`src/rtl/lmx_defines.svh`:
```
// Constants for the LED matrix scan and PWM controller
// Contract
// - Writing 0xAE to the reset register restores every register default.
// - Power-up reset loads all register defaults, display starts blank.
// - Row switches enable one at a time, gap between rows.
// - Slot 33us active, 0.83us gap, columns lag row by 0.3us.
// - Each dot on-time has 256 steps, proportional to PWM/256.
// - PWM mode only; value n selects brightness step n.
// - Detect select 00 to 01/10 starts detection; results after 2 scans.
// - Result bits of dots switched off stay unchanged.
// - Detection runs once per trigger; host clears then sets again.
// - Pull resistors connect only while their row or column is off.
// - Both shutdowns keep every register intact.
// - Soft shutdown bit 0 blanks columns; registers stay accessible.
// - Shutdown pin low disables all drive; high releases it.
// - Register accesses still work during hardware shutdown.
// - Detect select 00/11 off, 01 open, 10 short.
// - Row count field sets scanned rows; default all 11 rows.
`ifndef LMX_DEFINES_SVH
`define LMX_DEFINES_SVH

// Register indices, byte address is four times the index
`define LMX_IDX_CFG 10'h000
`define LMX_IDX_GCC 10'h001
`define LMX_IDX_PULL 10'h002
`define LMX_IDX_OS 10'h003
`define LMX_IDX_TEMP 10'h024
`define LMX_IDX_SPREAD 10'h025
`define LMX_IDX_RST 10'h02F
`define LMX_IDX_STAT 10'h030
`define LMX_IDX_ONOFF 10'h040
`define LMX_IDX_PWM 10'h100

// Reset values and write masks
`define LMX_CFG_RST 8'h08
`define LMX_GCC_RST 8'h00
`define LMX_PULL_RST 8'h33
`define LMX_PULL_MASK 8'hF7
`define LMX_TEMP_MASK 8'h0F
`define LMX_SPREAD_MASK 8'hDF
`define LMX_RST_MAGIC 8'hAE

// Matrix geometry and field codes
`define LMX_COLS 18
`define LMX_OS_REGS 10'h021
`define LMX_DOTS 10'h0C6
`define LMX_DET_OFF 2'h0
`define LMX_DET_OPEN 2'h1
`define LMX_DET_SHORT 2'h2
`define LMX_DET_SCANS 2'h2
`define LMX_SWS_MAXSCAN 4'h9
`define LMX_SWS_NOSCAN 4'hA
`define LMX_ROW_LAST 4'hA
`define LMX_PWM_STEPS 256

// Timing
`define LMX_CLK_MHZ 200
`define LMX_SLOT_NS 33000
`define LMX_GAP_NS 830
`define LMX_CSDLY_NS 300

`endif

```
`src/rtl/lmx_pkg.sv`:
```
// Types shared by the LED matrix controller
package lmx_pkg;
	typedef struct packed {
		logic [3:0] row_count;
		logic logic_level;
		logic [1:0] detect_select;
		logic soft_shutdown_n;
	} lmx_cfg_t;
	typedef struct packed {
		logic phase_sel;
		logic [2:0] row_pd;
		logic rsvd;
		logic [2:0] col_pu;
	} lmx_pull_t;
	typedef enum {SCAN_GAP, SCAN_ACTIVE} lmx_scan_t;
	typedef enum {DET_IDLE, DET_RUN} lmx_det_t;
endpackage

```
`src/rtl/lmx_dot_mem.sv`:
```
// Dot PWM memory, one write port and two registered read ports
`timescale 1ns/100ps
module lmx_dot_mem (
	input wire logic clock,
	input wire logic wr_en,
	input wire logic [7:0] wr_addr,
	input wire logic [7:0] wr_data,
	input wire logic [7:0] rd_a_addr,
	output logic [7:0] rd_a_data,
	input wire logic [7:0] rd_b_addr,
	output logic [7:0] rd_b_data
);
	logic [7:0] mem [0:255];

	// Write port
	always_ff @(posedge clock) begin
		if (wr_en) begin
			mem[wr_addr] <= wr_data;
		end
	end

	// Bus read port
	always_ff @(posedge clock) begin
		rd_a_data <= mem[rd_a_addr];
	end

	// Scanner read port
	always_ff @(posedge clock) begin
		rd_b_data <= mem[rd_b_addr];
	end
endmodule

```
`src/rtl/lmx_matrix_ctrl.sv`:
```
// LED matrix scan, PWM, detection and shutdown control with APB slave
//
// Chosen here: register access over APB.
`timescale 1ns/100ps
`include "lmx_defines.svh"
module lmx_matrix_ctrl import lmx_pkg::*; #(
	parameter int SLOT_CYCLES = `LMX_SLOT_NS * `LMX_CLK_MHZ / 1000
) (
	input wire logic clock,
	input wire logic reset,
	input wire logic psel,
	input wire logic penable,
	input wire logic pwrite,
	input wire logic [11:0] paddr,
	input wire logic [31:0] pwdata,
	output logic [31:0] prdata,
	output logic pready,
	output logic pslverr,
	input wire logic shutdown_pin_n,
	input wire logic [17:0] col_fault_sense,
	output logic [10:0] row_switch,
	output logic [17:0] column_sink,
	output logic [10:0] row_pulldown_en,
	output logic [17:0] col_pullup_en,
	output logic [2:0] row_pull_code,
	output logic [2:0] col_pull_code,
	output logic [7:0] global_current_scale,
	output logic logic_level_sel,
	output logic detect_open,
	output logic detect_short
);
	localparam int GAP_CYC = (`LMX_GAP_NS * `LMX_CLK_MHZ + 999) / 1000;
	localparam int DLY_CYC = (`LMX_CSDLY_NS * `LMX_CLK_MHZ + 999) / 1000;
	localparam int STEP_RAW = SLOT_CYCLES / `LMX_PWM_STEPS;
	localparam int STEP_CYC = (STEP_RAW < 1) ? 1 : STEP_RAW;
	localparam logic [15:0] GAP_END = 16'(GAP_CYC - 1);
	localparam logic [15:0] SLOT_END = 16'(SLOT_CYCLES - 1);
	localparam logic [15:0] STEP_END = 16'(STEP_CYC - 1);
	localparam logic [15:0] DLY_N = 16'(DLY_CYC);

	// True when index a lies in [base, base + n)
	function automatic logic in_win(input logic [9:0] a,
			input logic [9:0] base, input logic [9:0] n);
		return (a >= base) && (a < 10'(base + n));
	endfunction

	// Last row index from the row count field
	function automatic logic [3:0] last_row(input logic [3:0] scan_row_count);
		if (scan_row_count <= `LMX_SWS_MAXSCAN) begin
			return 4'(`LMX_ROW_LAST - scan_row_count);
		end else if (scan_row_count == `LMX_SWS_NOSCAN) begin
			return 4'h0;
		end
		return `LMX_ROW_LAST;
	endfunction

	logic [1:0] sdb_sync_ff;
	logic [17:0] flt_s1_ff;
	logic [17:0] flt_s2_ff;
	lmx_cfg_t cfg_ff;
	logic [7:0] gcc_ff;
	lmx_pull_t pull_ff;
	logic [7:0] temp_ff;
	logic [7:0] spread_ff;
	logic [5:0] on_ff [0:32];
	logic [5:0] os_ff [0:32];
	logic srst_ff;
	logic clr_ff;
	logic [7:0] clr_addr_ff;
	lmx_scan_t sc_ff;
	logic [15:0] cnt_ff;
	logic [15:0] stp_ff;
	logic [3:0] row_ff;
	logic [8:0] phase_ff;
	logic scan_done_ff;
	logic [7:0] colv_ff [0:17];
	lmx_det_t det_ff;
	logic [1:0] det_prev_ff;
	logic [1:0] det_mode_ff;
	logic [1:0] det_scans_ff;
	logic [10:0] row_sw_ff;
	logic [17:0] col_ff;
	logic [10:0] row_pd_ff;
	logic [17:0] col_pu_ff;
	logic det_open_ff;
	logic det_short_ff;
	logic [9:0] idx;
	logic acc;
	logic wr;
	logic reg_rst;
	logic hw_sd;
	logic trig;
	logic cap;
	logic noscan;
	logic slot_end;
	logic col_act;
	logic [5:0] on_base;
	logic [17:0] row_bits;
	logic [17:0] col_dim;
	logic [7:0] rd_data;
	logic unmapped;
	logic mem_we;
	logic [7:0] mem_waddr;
	logic [7:0] mem_wdata;
	logic [7:0] mem_rd_a;
	logic [7:0] mem_rd_b;
	logic [7:0] mem_b_addr;
	logic [10:0] nxt_row_sw;
	logic [17:0] nxt_col;

	// Pin synchronisers
	always_ff @(posedge clock) begin
		if (reset) begin
			sdb_sync_ff <= 2'h0;
			flt_s1_ff <= 18'h00000;
			flt_s2_ff <= 18'h00000;
		end else begin
			sdb_sync_ff <= {sdb_sync_ff[0], shutdown_pin_n};
			flt_s1_ff <= col_fault_sense;
			flt_s2_ff <= flt_s1_ff;
		end
	end
	assign hw_sd = ~sdb_sync_ff[1];

	// Bus decode; no gating by shutdown state
	assign idx = paddr[11:2];
	assign acc = psel & penable;
	assign pready = ~(clr_ff | srst_ff); // Stall during a soft reset and the PWM memory clear that follows any reset
	assign wr = acc & pwrite & pready;
	assign reg_rst = reset | srst_ff;

	// Magic value write to the reset register
	always_ff @(posedge clock) begin
		if (reset) begin
			srst_ff <= 1'b0;
		end else begin
			srst_ff <= wr && (idx == `LMX_IDX_RST) &&
				(pwdata[7:0] == `LMX_RST_MAGIC);
		end
	end

	// PWM memory clear after any reset
	always_ff @(posedge clock) begin
		if (reg_rst) begin
			clr_ff <= 1'b1;
			clr_addr_ff <= 8'h00;
		end else if (clr_ff) begin
			clr_addr_ff <= clr_addr_ff + 8'h01;
			clr_ff <= (clr_addr_ff != 8'hFF);
		end
	end

	// Configuration registers
	always_ff @(posedge clock) begin
		if (reg_rst) begin
			cfg_ff <= `LMX_CFG_RST;
			gcc_ff <= `LMX_GCC_RST;
			pull_ff <= `LMX_PULL_RST;
			temp_ff <= 8'h00;
			spread_ff <= 8'h00;
		end else if (wr) begin
			if (idx == `LMX_IDX_CFG) begin
				cfg_ff <= pwdata[7:0];
			end
			if (idx == `LMX_IDX_GCC) begin
				gcc_ff <= pwdata[7:0];
			end
			if (idx == `LMX_IDX_PULL) begin
				pull_ff <= pwdata[7:0] & `LMX_PULL_MASK;
			end
			if (idx == `LMX_IDX_TEMP) begin
				temp_ff <= pwdata[7:0] & `LMX_TEMP_MASK;
			end
			if (idx == `LMX_IDX_SPREAD) begin
				spread_ff <= pwdata[7:0] & `LMX_SPREAD_MASK;
			end
		end
	end

	// Dot on/off and open/short result registers
	for (genvar i = 0; i < 33; i++) begin : g_dot
		always_ff @(posedge clock) begin
			if (reg_rst) begin
				on_ff[i] <= 6'h00;
			end else if (wr && idx == 10'(`LMX_IDX_ONOFF + i)) begin
				on_ff[i] <= pwdata[5:0];
			end
		end
		// Only enabled dots take the sensed bit
		always_ff @(posedge clock) begin
			if (reg_rst) begin
				os_ff[i] <= 6'h00;
			end else if (cap && row_ff == 4'(i / 3)) begin
				os_ff[i] <= (os_ff[i] & ~on_ff[i]) |
					(flt_s2_ff[(i % 3) * 6 +: 6] & on_ff[i]);
			end
		end
	end

	// Read data mux
	always_comb begin
		rd_data = 8'h00;
		unmapped = 1'b0;
		if (idx == `LMX_IDX_CFG) begin
			rd_data = cfg_ff;
		end else if (idx == `LMX_IDX_GCC) begin
			rd_data = gcc_ff;
		end else if (idx == `LMX_IDX_PULL) begin
			rd_data = pull_ff;
		end else if (in_win(idx, `LMX_IDX_OS, `LMX_OS_REGS)) begin
			rd_data = {2'h0, os_ff[6'(idx - `LMX_IDX_OS)]};
		end else if (idx == `LMX_IDX_TEMP) begin
			rd_data = temp_ff;
		end else if (idx == `LMX_IDX_SPREAD) begin
			rd_data = spread_ff;
		end else if (idx == `LMX_IDX_RST) begin
			rd_data = 8'h00;
		end else if (idx == `LMX_IDX_STAT) begin
			rd_data = {row_ff, 2'h0, hw_sd, det_ff == DET_RUN};
		end else if (in_win(idx, `LMX_IDX_ONOFF, `LMX_OS_REGS)) begin
			rd_data = {2'h0, on_ff[6'(idx - `LMX_IDX_ONOFF)]};
		end else if (in_win(idx, `LMX_IDX_PWM, `LMX_DOTS)) begin
			rd_data = mem_rd_a;
		end else begin
			unmapped = 1'b1;
		end
	end
	assign prdata = {24'h000000, rd_data};
	assign pslverr = acc & unmapped;

	// Memory write port: clearing wins over the bus
	assign mem_we = clr_ff | (wr & in_win(idx, `LMX_IDX_PWM, `LMX_DOTS));
	assign mem_waddr = clr_ff ? clr_addr_ff : idx[7:0];
	assign mem_wdata = clr_ff ? 8'h00 : pwdata[7:0];
	assign mem_b_addr = 8'(row_ff) * 8'd18 + {3'h0, cnt_ff[4:0]};

	lmx_dot_mem u_mem (
		.clock(clock),
		.wr_en(mem_we),
		.wr_addr(mem_waddr),
		.wr_data(mem_wdata),
		.rd_a_addr(idx[7:0]),
		.rd_a_data(mem_rd_a),
		.rd_b_addr(mem_b_addr),
		.rd_b_data(mem_rd_b)
	);

	assign noscan = (cfg_ff.row_count == `LMX_SWS_NOSCAN);
	assign slot_end = (sc_ff == SCAN_ACTIVE) && (cnt_ff == SLOT_END);

	// Row slot sequencer, parked in the gap during hardware shutdown
	always_ff @(posedge clock) begin
		if (reset || hw_sd) begin
			sc_ff <= SCAN_GAP;
			cnt_ff <= 16'h0000;
			stp_ff <= 16'h0000;
			row_ff <= 4'h0;
			phase_ff <= 9'h000;
			scan_done_ff <= 1'b0;
		end else begin
			scan_done_ff <= 1'b0;
			unique case (sc_ff)
				SCAN_GAP: begin
					cnt_ff <= cnt_ff + 16'h0001;
					if (cnt_ff == GAP_END) begin
						sc_ff <= SCAN_ACTIVE;
						cnt_ff <= 16'h0000;
						stp_ff <= 16'h0000;
						phase_ff <= 9'h000;
					end
				end
				SCAN_ACTIVE: begin
					cnt_ff <= cnt_ff + 16'h0001;
					// PWM phase starts after the column delay
					if (cnt_ff >= DLY_N) begin
						stp_ff <= stp_ff + 16'h0001;
						if (stp_ff == STEP_END) begin
							stp_ff <= 16'h0000;
							if (!phase_ff[8]) begin
								phase_ff <= phase_ff + 9'h001;
							end
						end
					end
					if (slot_end) begin
						sc_ff <= SCAN_GAP;
						cnt_ff <= 16'h0000;
						if (row_ff >= last_row(cfg_ff.row_count)) begin
							row_ff <= 4'h0;
							scan_done_ff <= 1'b1;
						end else begin
							row_ff <= row_ff + 4'h1;
						end
					end
				end
			endcase
		end
	end

	// Column PWM values fetched during the gap
	for (genvar c = 0; c < `LMX_COLS; c++) begin : g_col
		always_ff @(posedge clock) begin
			if (reset) begin
				colv_ff[c] <= 8'h00;
			end else if (sc_ff == SCAN_GAP && cnt_ff == 16'(c + 1)) begin
				colv_ff[c] <= mem_rd_b;
			end
		end
		assign col_dim[c] = phase_ff[7:0] < colv_ff[c];
	end

	// On bits of the current row
	assign on_base = {1'b0, row_ff, 1'b0} + {2'h0, row_ff};
	assign row_bits = {on_ff[on_base + 6'h02], on_ff[on_base + 6'h01],
		on_ff[on_base]};

	// Detection trigger and sequencing
	assign trig = (det_prev_ff == `LMX_DET_OFF) &&
		((cfg_ff.detect_select == `LMX_DET_OPEN) ||
		(cfg_ff.detect_select == `LMX_DET_SHORT));
	assign cap = (det_ff == DET_RUN) && slot_end &&
		(det_scans_ff == `LMX_DET_SCANS - 2'h1);
	always_ff @(posedge clock) begin
		if (reg_rst) begin
			det_ff <= DET_IDLE;
			det_prev_ff <= `LMX_DET_OFF;
			det_mode_ff <= `LMX_DET_OFF;
			det_scans_ff <= 2'h0;
		end else begin
			det_prev_ff <= cfg_ff.detect_select;
			if (trig) begin
				det_ff <= DET_RUN;
				det_mode_ff <= cfg_ff.detect_select;
				det_scans_ff <= 2'h0;
			end else begin
				unique case (det_ff)
					DET_IDLE: begin
						det_scans_ff <= 2'h0;
					end
					DET_RUN: begin
						if (scan_done_ff) begin
							det_scans_ff <= det_scans_ff + 2'h1;
							if (det_scans_ff == `LMX_DET_SCANS - 2'h1) begin
								det_ff <= DET_IDLE;
							end
						end
					end
				endcase
			end
		end
	end

	// Next pin drive
	assign col_act = (sc_ff == SCAN_ACTIVE) && (cnt_ff >= DLY_N) &&
		!phase_ff[8];
	always_comb begin
		nxt_row_sw = 11'h000;
		nxt_col = 18'h00000;
		if (!hw_sd && sc_ff == SCAN_ACTIVE && !noscan) begin
			nxt_row_sw = 11'h001 << row_ff;
		end
		if (!hw_sd && cfg_ff.soft_shutdown_n && col_act) begin
			nxt_col = col_dim & row_bits;
		end
	end

	// Registered pin drive and pull enables
	always_ff @(posedge clock) begin
		if (reset) begin
			row_sw_ff <= 11'h000;
			col_ff <= 18'h00000;
			row_pd_ff <= 11'h000;
			col_pu_ff <= 18'h00000;
		end else begin
			row_sw_ff <= nxt_row_sw;
			col_ff <= nxt_col;
			row_pd_ff <= (!hw_sd && pull_ff.row_pd != 3'h0) ?
				~nxt_row_sw : 11'h000;
			col_pu_ff <= (!hw_sd && pull_ff.col_pu != 3'h0) ?
				~nxt_col : 18'h00000;
		end
	end

	// Detection mode outputs
	always_ff @(posedge clock) begin
		if (reset) begin
			det_open_ff <= 1'b0;
			det_short_ff <= 1'b0;
		end else begin
			det_open_ff <= det_ff == DET_RUN &&
				det_mode_ff == `LMX_DET_OPEN;
			det_short_ff <= det_ff == DET_RUN &&
				det_mode_ff == `LMX_DET_SHORT;
		end
	end

	assign row_switch = row_sw_ff;
	assign column_sink = col_ff;
	assign row_pulldown_en = row_pd_ff;
	assign col_pullup_en = col_pu_ff;
	assign row_pull_code = pull_ff.row_pd;
	assign col_pull_code = pull_ff.col_pu;
	assign global_current_scale = gcc_ff;
	assign logic_level_sel = cfg_ff.logic_level;
	assign detect_open = det_open_ff;
	assign detect_short = det_short_ff;
endmodule

```
`config.mk`:
```
export PLATFORM = sky130hd
export DESIGN_NAME = lmx_matrix_ctrl
export DESIGN_NICKNAME = d
export VERILOG_FILES = /design/src/rtl/lmx_pkg.sv /design/src/rtl/lmx_dot_mem.sv /design/src/rtl/lmx_matrix_ctrl.sv
export VERILOG_INCLUDE_DIRS = /design/src /design/src/rtl
export SDC_FILE = /design/constraint.sdc
export NUM_CORES = 2
export LEC_CHECK = 0
export BUFFER_PORTS_ARGS = -buffer_cell sky130_fd_sc_hd__buf_2
export CAP_MARGIN = 20
export CORE_MARGIN = 2
export CORE_UTILIZATION = 60
export CTS_BUF_LIST = sky130_fd_sc_hd__clkbuf_2
export DETAILED_ROUTE_END_ITERATION = 7
export HOLD_SLACK_MARGIN = 0.05
export PLACE_DENSITY = 0.76
export SLEW_MARGIN = 20
export SYNTH_ARGS = -nofsm -noshare
export SYNTH_HDL_FRONTEND = slang
export SYNTH_HIERARCHICAL = 1
export SYNTH_SLANG_ARGS = --single-unit
```
`constraint.sdc`:
```
create_clock -name clock -period 9.7 [get_ports clock]
set_clock_uncertainty 0.15 [all_clocks]
set_input_delay 0.485 -clock clock [delete_from_list [all_inputs] [get_ports clock]]
set_output_delay 0.485 -clock clock [all_outputs]
set_load 0.02 [all_outputs]
```
## Yosys cells after proc, flatten, opt, wreduce, memory -nomap -nowiden

Memories as Yosys holds them, arrays and structs flattened. A register that Yosys moved wholly into a read port is not among the register bits.
Index checks and enable logic that the tools add are counted.

| word-level totals | value |
|---|---|
| ROM bits | 0 |
| input bits | 68 |
| bits in latches | 0 |
| memories kept | 4 |
| bits in registers | 227 |
| output and inout port bits | 109 |
| bits in writable memories | 2588 |
| logic and storage cells | 844 |

Memory list:

| memory | words | width | rd ports | clocked after Yosys merged registers in | wr ports | line | source |
|---|---|---|---|---|---|---|---|
| u_mem.mem | 256 | 8 | 2 | 2 | 1 | lmx_dot_mem.sv:13 | `logic [7:0] mem [0:255];` |
| on_ff | 33 | 6 | 37 | 0 | 33 | lmx_matrix_ctrl.sv:65 | `logic [5:0] on_ff [0:32];` |
| os_ff | 33 | 6 | 34 | 0 | 33 | lmx_matrix_ctrl.sv:66 | `logic [5:0] os_ff [0:32];` |
| colv_ff | 18 | 8 | 18 | 0 | 18 | lmx_matrix_ctrl.sv:76 | `logic [7:0] colv_ff [0:17];` |

| operators by class | value |
|---|---|
| muxes and demuxes | 335 |
| multipliers | 1 |
| $add $sub $neg | 13 |
| eq/ne operators | 86 |
| divide/modulo/power cells | 0 |
| shifts and indexed selects | 1 |
| bitwise operators | 233 |
| reductions and logical operators | 111 |
| order comparisons | 27 |

Operators with widths:

| operator | number |
|---|---|
| bitwise AND 6 bit | 66 |
| two-way mux 6 bit | 66 |
| == test 10 x 7 -> 1 bit, second input constant | 33 |
| two-way mux 8 bit | 30 |
| two-way mux 1 bit | 213 |
| inverter 6 bit | 33 |
| bitwise OR 6 bit | 33 |
| < comparator 8 bit | 18 |
| == test 16 x 4 -> 1 bit, second input constant | 8 |
| zero test 32 bit | 3 |
| bitwise OR 1 bit | 87 |
| logical AND 1 bit | 81 |
| two-way mux 16 bit | 5 |
| == test 16 x 3 -> 1 bit, second input constant | 4 |
| == test 16 x 5 -> 1 bit, second input constant | 4 |
| two-way mux 32 bit | 2 |
| case mux 16 bit (2 select lines) | 2 |
| case mux 32 bit (2 select lines) | 1 |
| == test 10 x 6 -> 1 bit, second input constant | 4 |
| two-way mux 9 bit | 4 |
| adder 16 x 1 -> 16 bit, second input constant | 2 |
| == test 16 x 2 -> 1 bit, second input constant | 2 |
| == test 32 x 1 -> 1 bit, second input constant | 1 |
| == test 32 x 2 -> 1 bit, second input constant | 1 |
| 59 further kinds | 104 |

## Depth between registers and ports, before layout

| depth | value |
|---|---|
| word-level depth | 13 |
| depth in mapped cells | 17 |
| depth with buffers taken out | 14 |

## Modules after synthesis

Netlist, hierarchy kept.

Modules (own cells, without submodules):

| module | times used | area an instance (sq um) | seq. area each (sq um) | cells an instance |
|---|---|---|---|---|
| lmx_dot_mem | 1 | 96059.6 | 61819.3 | 5116 |
| lmx_matrix_ctrl | 1 | 42518.3 | 20139.3 | 3589 |

## Least setup slack after synthesis

No wires, ideal clock.

| path | value |
|---|---|
| path kind | input-to-reg |
| start | input port pwdata[0] |
| end | memory u_mem.mem[0][0], data pin |
| library setup time | 1.453 ns |
| data required time | 8.097 ns |
| buffers on the path | 1 |
| arrival | 7.000 ns |
| slack | 1.097 ns |
| stages | 2 |
| path through | clkbuf_1 > nor2b_1 |

| between the ends | value |
|---|---|
| cells in the longest elaborated chain, start to end | 1 |

Ends and longest elaborated chain:

| item | line | source |
|---|---|---|
| start, declared | lmx_matrix_ctrl.sv:15 | `input wire logic [31:0] pwdata,` |
| two-way mux 8 bit | lmx_matrix_ctrl.sv:234 | `assign mem_wdata = clr_ff ? 8'h00 : pwdata[7:0];` |
| named net mem_wdata[0] | lmx_matrix_ctrl.sv:104 | `logic [7:0] mem_wdata;` |
| end, declared | lmx_dot_mem.sv:13 |  |

The timed path passes the listed nets, and every way through them passes these cells.

## Final worst setup path

| path | value |
|---|---|
| start | input port paddr[4] |
| end | output port prdata[2] |

| between the ends | value |
|---|---|
| cells in the longest elaborated chain, start to end | 12 |
| elaborated cells between the ends (all ways) | 30 |
| those cells by class | 2 x add/sub; 6 x order compare; 6 x eq/ne; 10 x mux; 4 x reduce/logical; 2 x memory |

Ends and longest elaborated chain:

| item | line | source |
|---|---|---|
| start, declared | lmx_matrix_ctrl.sv:14 | `input wire logic [11:0] paddr,` |
| parallel branches: the longest is 11 deep, another holds subtractor 6 x 1 -> 6 bit | n/a |  |
| two-way mux 8 bit * | lmx_matrix_ctrl.sv:204 | `` if (idx == `LMX_IDX_CFG) begin `` |
| end, declared | lmx_matrix_ctrl.sv:16 | `output logic [31:0] prdata,` |

Mark *: on every way between the ends.

==> results.txt <==
Cell variety after synth: 100
initial antenna violation count: 26
Worst R2R Path Depth: 9
die width: 485 um
Site Rows: 176
maximum clock path buffer count: 4
Synth area leaders: edfxtp_1 (56%), mux4_2 (18%), mux2i_1 (4.0%), dfxtp_1 (3.1%), nor2_1 (1.8%)
die area: 235,000 um2
Port Buffer Count: 126
ys flop type: edfxtp_1
number of H-tree levels: 6
Pins Over Slew Limit: 0
worst-skew pair later-pin latency: 2.09 ns
mapped cell area: 139,000 um2
RSZ-0062 raised after global routing: no
Clk pin slew, worst setup/hold paths: 0.11 ns
Initial Util: 0.603
CTS Sinks: 2,800
area added between synthesis and finish: 7.59%
Tightest Hold Check Type: in -> reg
final setup vio count: 0
Core ar.: 230,000 um2
DR vias: 93,800
share of layout cells above drive strength 1: 0.273
setup TNS: 0 ns
Max Fanout on Critical Path: 39
HPWL Detailed: 286,000 um
Synthesis Warnings: 6
area of the multi-input gates: 52,500 um2
ANT nets after route: 0
Total GRT Usage: 0.384
crit share post-route: 0.692
final wirelength: 455,000 um
DRC violations left: 4
largest net degree at the start of global routing: 257
max cap viols: 0
Syn Inst Count: 8,705
Critical Path RT: 9.07 ns
Worst R2R Setup Slack: 3.77 ns
Critical Path Start Type: input port
Critical Path Source: paddr[4]
synthesized flop and latch total: 2,800
Final Hold Vio Count: 0
async set-reset flop share out of synthesis: 0
worst setup path end: prdata[2]
Avg WL per Cell: 35.5 um
Post-CTS Setup Repair Bufs: 0
I/O Pins: 177
fin crit period: 6.71 ns
filler cell count: 16,100
count leader, synth: edfxtp_1
Die Ht: 485 um
worst reg2reg startpoint: row_ff[1]
vias in the first global route: 91,800
Synth top area share: 0.561
Hold Path Stages: 5
EDFF count, synth: 2,588
status: complete, but fails checks
DRT Pass-1 Iters: 8
Crit. End Element: primary output
Placer Congestion: 1.05
Power Dens Cells: 153 nW/um2
Worst slew margin: 0.0477
worst vdd ir: 0.118 mV
CTS buffer count: 709
Pleak: 0.0502 uW
Root Buffer: clkbuf_2
measured slew at the worst slew-check pin: 1.42 ns
Syn Area/Cell: 15.9 um2
initial drt markers: 16,000
CTS tree: done
Reg area: 82,000 um2
WP data arrival: 6.08 ns
worst hold margin: 0.234 ns
Max Fclk: 149 MHz
critical path class: in -> out
final net count: 9,487
vias per cell: 7.32
Yosys top cell by area: edfxtp_1
first-pass GRT wire length: 643,000 um
failing checks: design-rule violations
R2R Path End: col_pullup_en[14]
grt ovf: 0
post-synthesis sequential area ratio: 0.591
Synth top cells by count: edfxtp_1 (2,588), mux4_2 (1,135), nor2_1 (674)
[state kept, by name (all words and copies together) (netlist names), 9 cells and up]
| name | cells |
|---|---|
| stp_ff | 16 |
| phase_ff | 9 |
| u_mem/mem | 2048 |
| column_sink | 18 |
| flt_s1_ff | 18 |
| flt_s2_ff | 18 |
| os_ff | 198 |
| col_pullup_en | 18 |
| on_ff | 198 |
| row_pulldown_en | 11 |
| row_switch | 11 |
| colv_ff | 144 |
| cnt_ff | 16 |
[layout by cell type (no fill, tap or decap), drive strengths merged, types with 130 or more instances in the layout]
cell	instances
edfxtp	2588
mux4	1143
clkbuf	1003
nor2	675
mux2i	558
and2	350
buf	331
a21oi	306
nand2	285
a22oi	277
clkinv	214
dfxtp	212
inv	176
ha	170
dlygate4sd3	145
o21ai	130
[kinds of logic after synthesis]
| logic type | after synthesis | synth area share |
|---|---|---|
| AO/OA/AOI/OAI | 1225 | 0.0600 |
| buffers and inverters | 837 | 0.0330 |
| AND/OR/NAND/NOR | 1885 | 0.0675 |
| multiplexers | 1725 | 0.228 |
| other | 1 | 0.0000271 |
| XOR/XNOR | 60 | 0.00418 |
| adder cells (fa/ha/maj) | 172 | 0.0156 |
| flip-flops | 2800 | 0.591 |
[final cells by class]
cell class / instances / area share
Sequential cell: 2800 / 0.550
Multi-Input combinational cell: 5091 / 0.352
Clock buffer: 998 / 0.0335
Timing Repair Buffer: 481 / 0.0266
Tap cell: 3026 / 0.0254
Clock inverter: 242 / 0.00809
Inverter: 164 / 0.00413
Antenna cell: 19 / 0.000319
[critical path, cell delays in order]
cell and delay [ns]:
dlygate4sd3_1 0.51, dlygate4sd3_1 0.55, buf_4 0.49, buf_4 0.72
xor2_2 0.64, buf_4 0.55, mux2_2 0.45, o211ai_1 0.81
o21ai_0 0.24, nand2_1 0.13, a31oi_1 0.18, buf_2 0.24
[how the worst min path moves through the flow]
stage,from,endpoint,slack [ns]
2_1_floorplan,det_mode_ff[1],detect_open,0.26
3_3_place_gp,flt_s1_ff[13],flt_s2_ff[13],0.28
3_5_place_dp,flt_s1_ff[7],flt_s2_ff[7],0.28
4_1_cts,paddr[8],u_mem/rd_a_data[2],0.05
5_1_grt,paddr[5],u_mem/mem[156][2],0.1
6_report,col_fault_sense[17],flt_s1_ff[17],0.23
[through the flow]
| step | instance area (um2) | total power (uW) | cells | util | worst slack (ns) |
|---|---|---|---|---|---|
| after floorplan | 139000 | 14400 | 8728 | - | 1.10 |
| after global placement | 141000 | 15000 | 11400 | 0.614 | 3.82 |
| after detailed placement | 141000 | 15000 | 11400 | 0.614 | 3.73 |
| after CTS | 149000 | 22700 | 12800 | 0.647 | 3.37 |
| after global routing | 149000 | 23500 | 12800 | 0.648 | 3.13 |
| final | 149000 | 22800 | 12800 | 0.649 | 2.99 |
[power by group]
part	switching, uW	internal, uW	leakage [uW]
clock network	4960	2970	0.00473
registers	177	13100	0.0261
logic	956	592	0.0194
total	6090	16700	0.0502
[routing by layer]
metal / routed length (um) / up-vias / global-route usage / share of wire
met1: 148000 / 46600 / 0.493 / 0.33
li1: - / 36800 / - / -
met3: 72300 / 1877 / 0.138 / 0.16
met2: 198000 / 8559 / 0.553 / 0.43
met5: 151 / - / 0.00184 / 0.00033
met4: 36500 / 20 / 0.254 / 0.080
[what timing repair did]
item,4_1_cts,5_1_grt
resized for setup,0,0
endpoints found under the hold margin,3718,0
hold buffers,146,0
No activity file was read; power rests on OpenSTA's default activity.
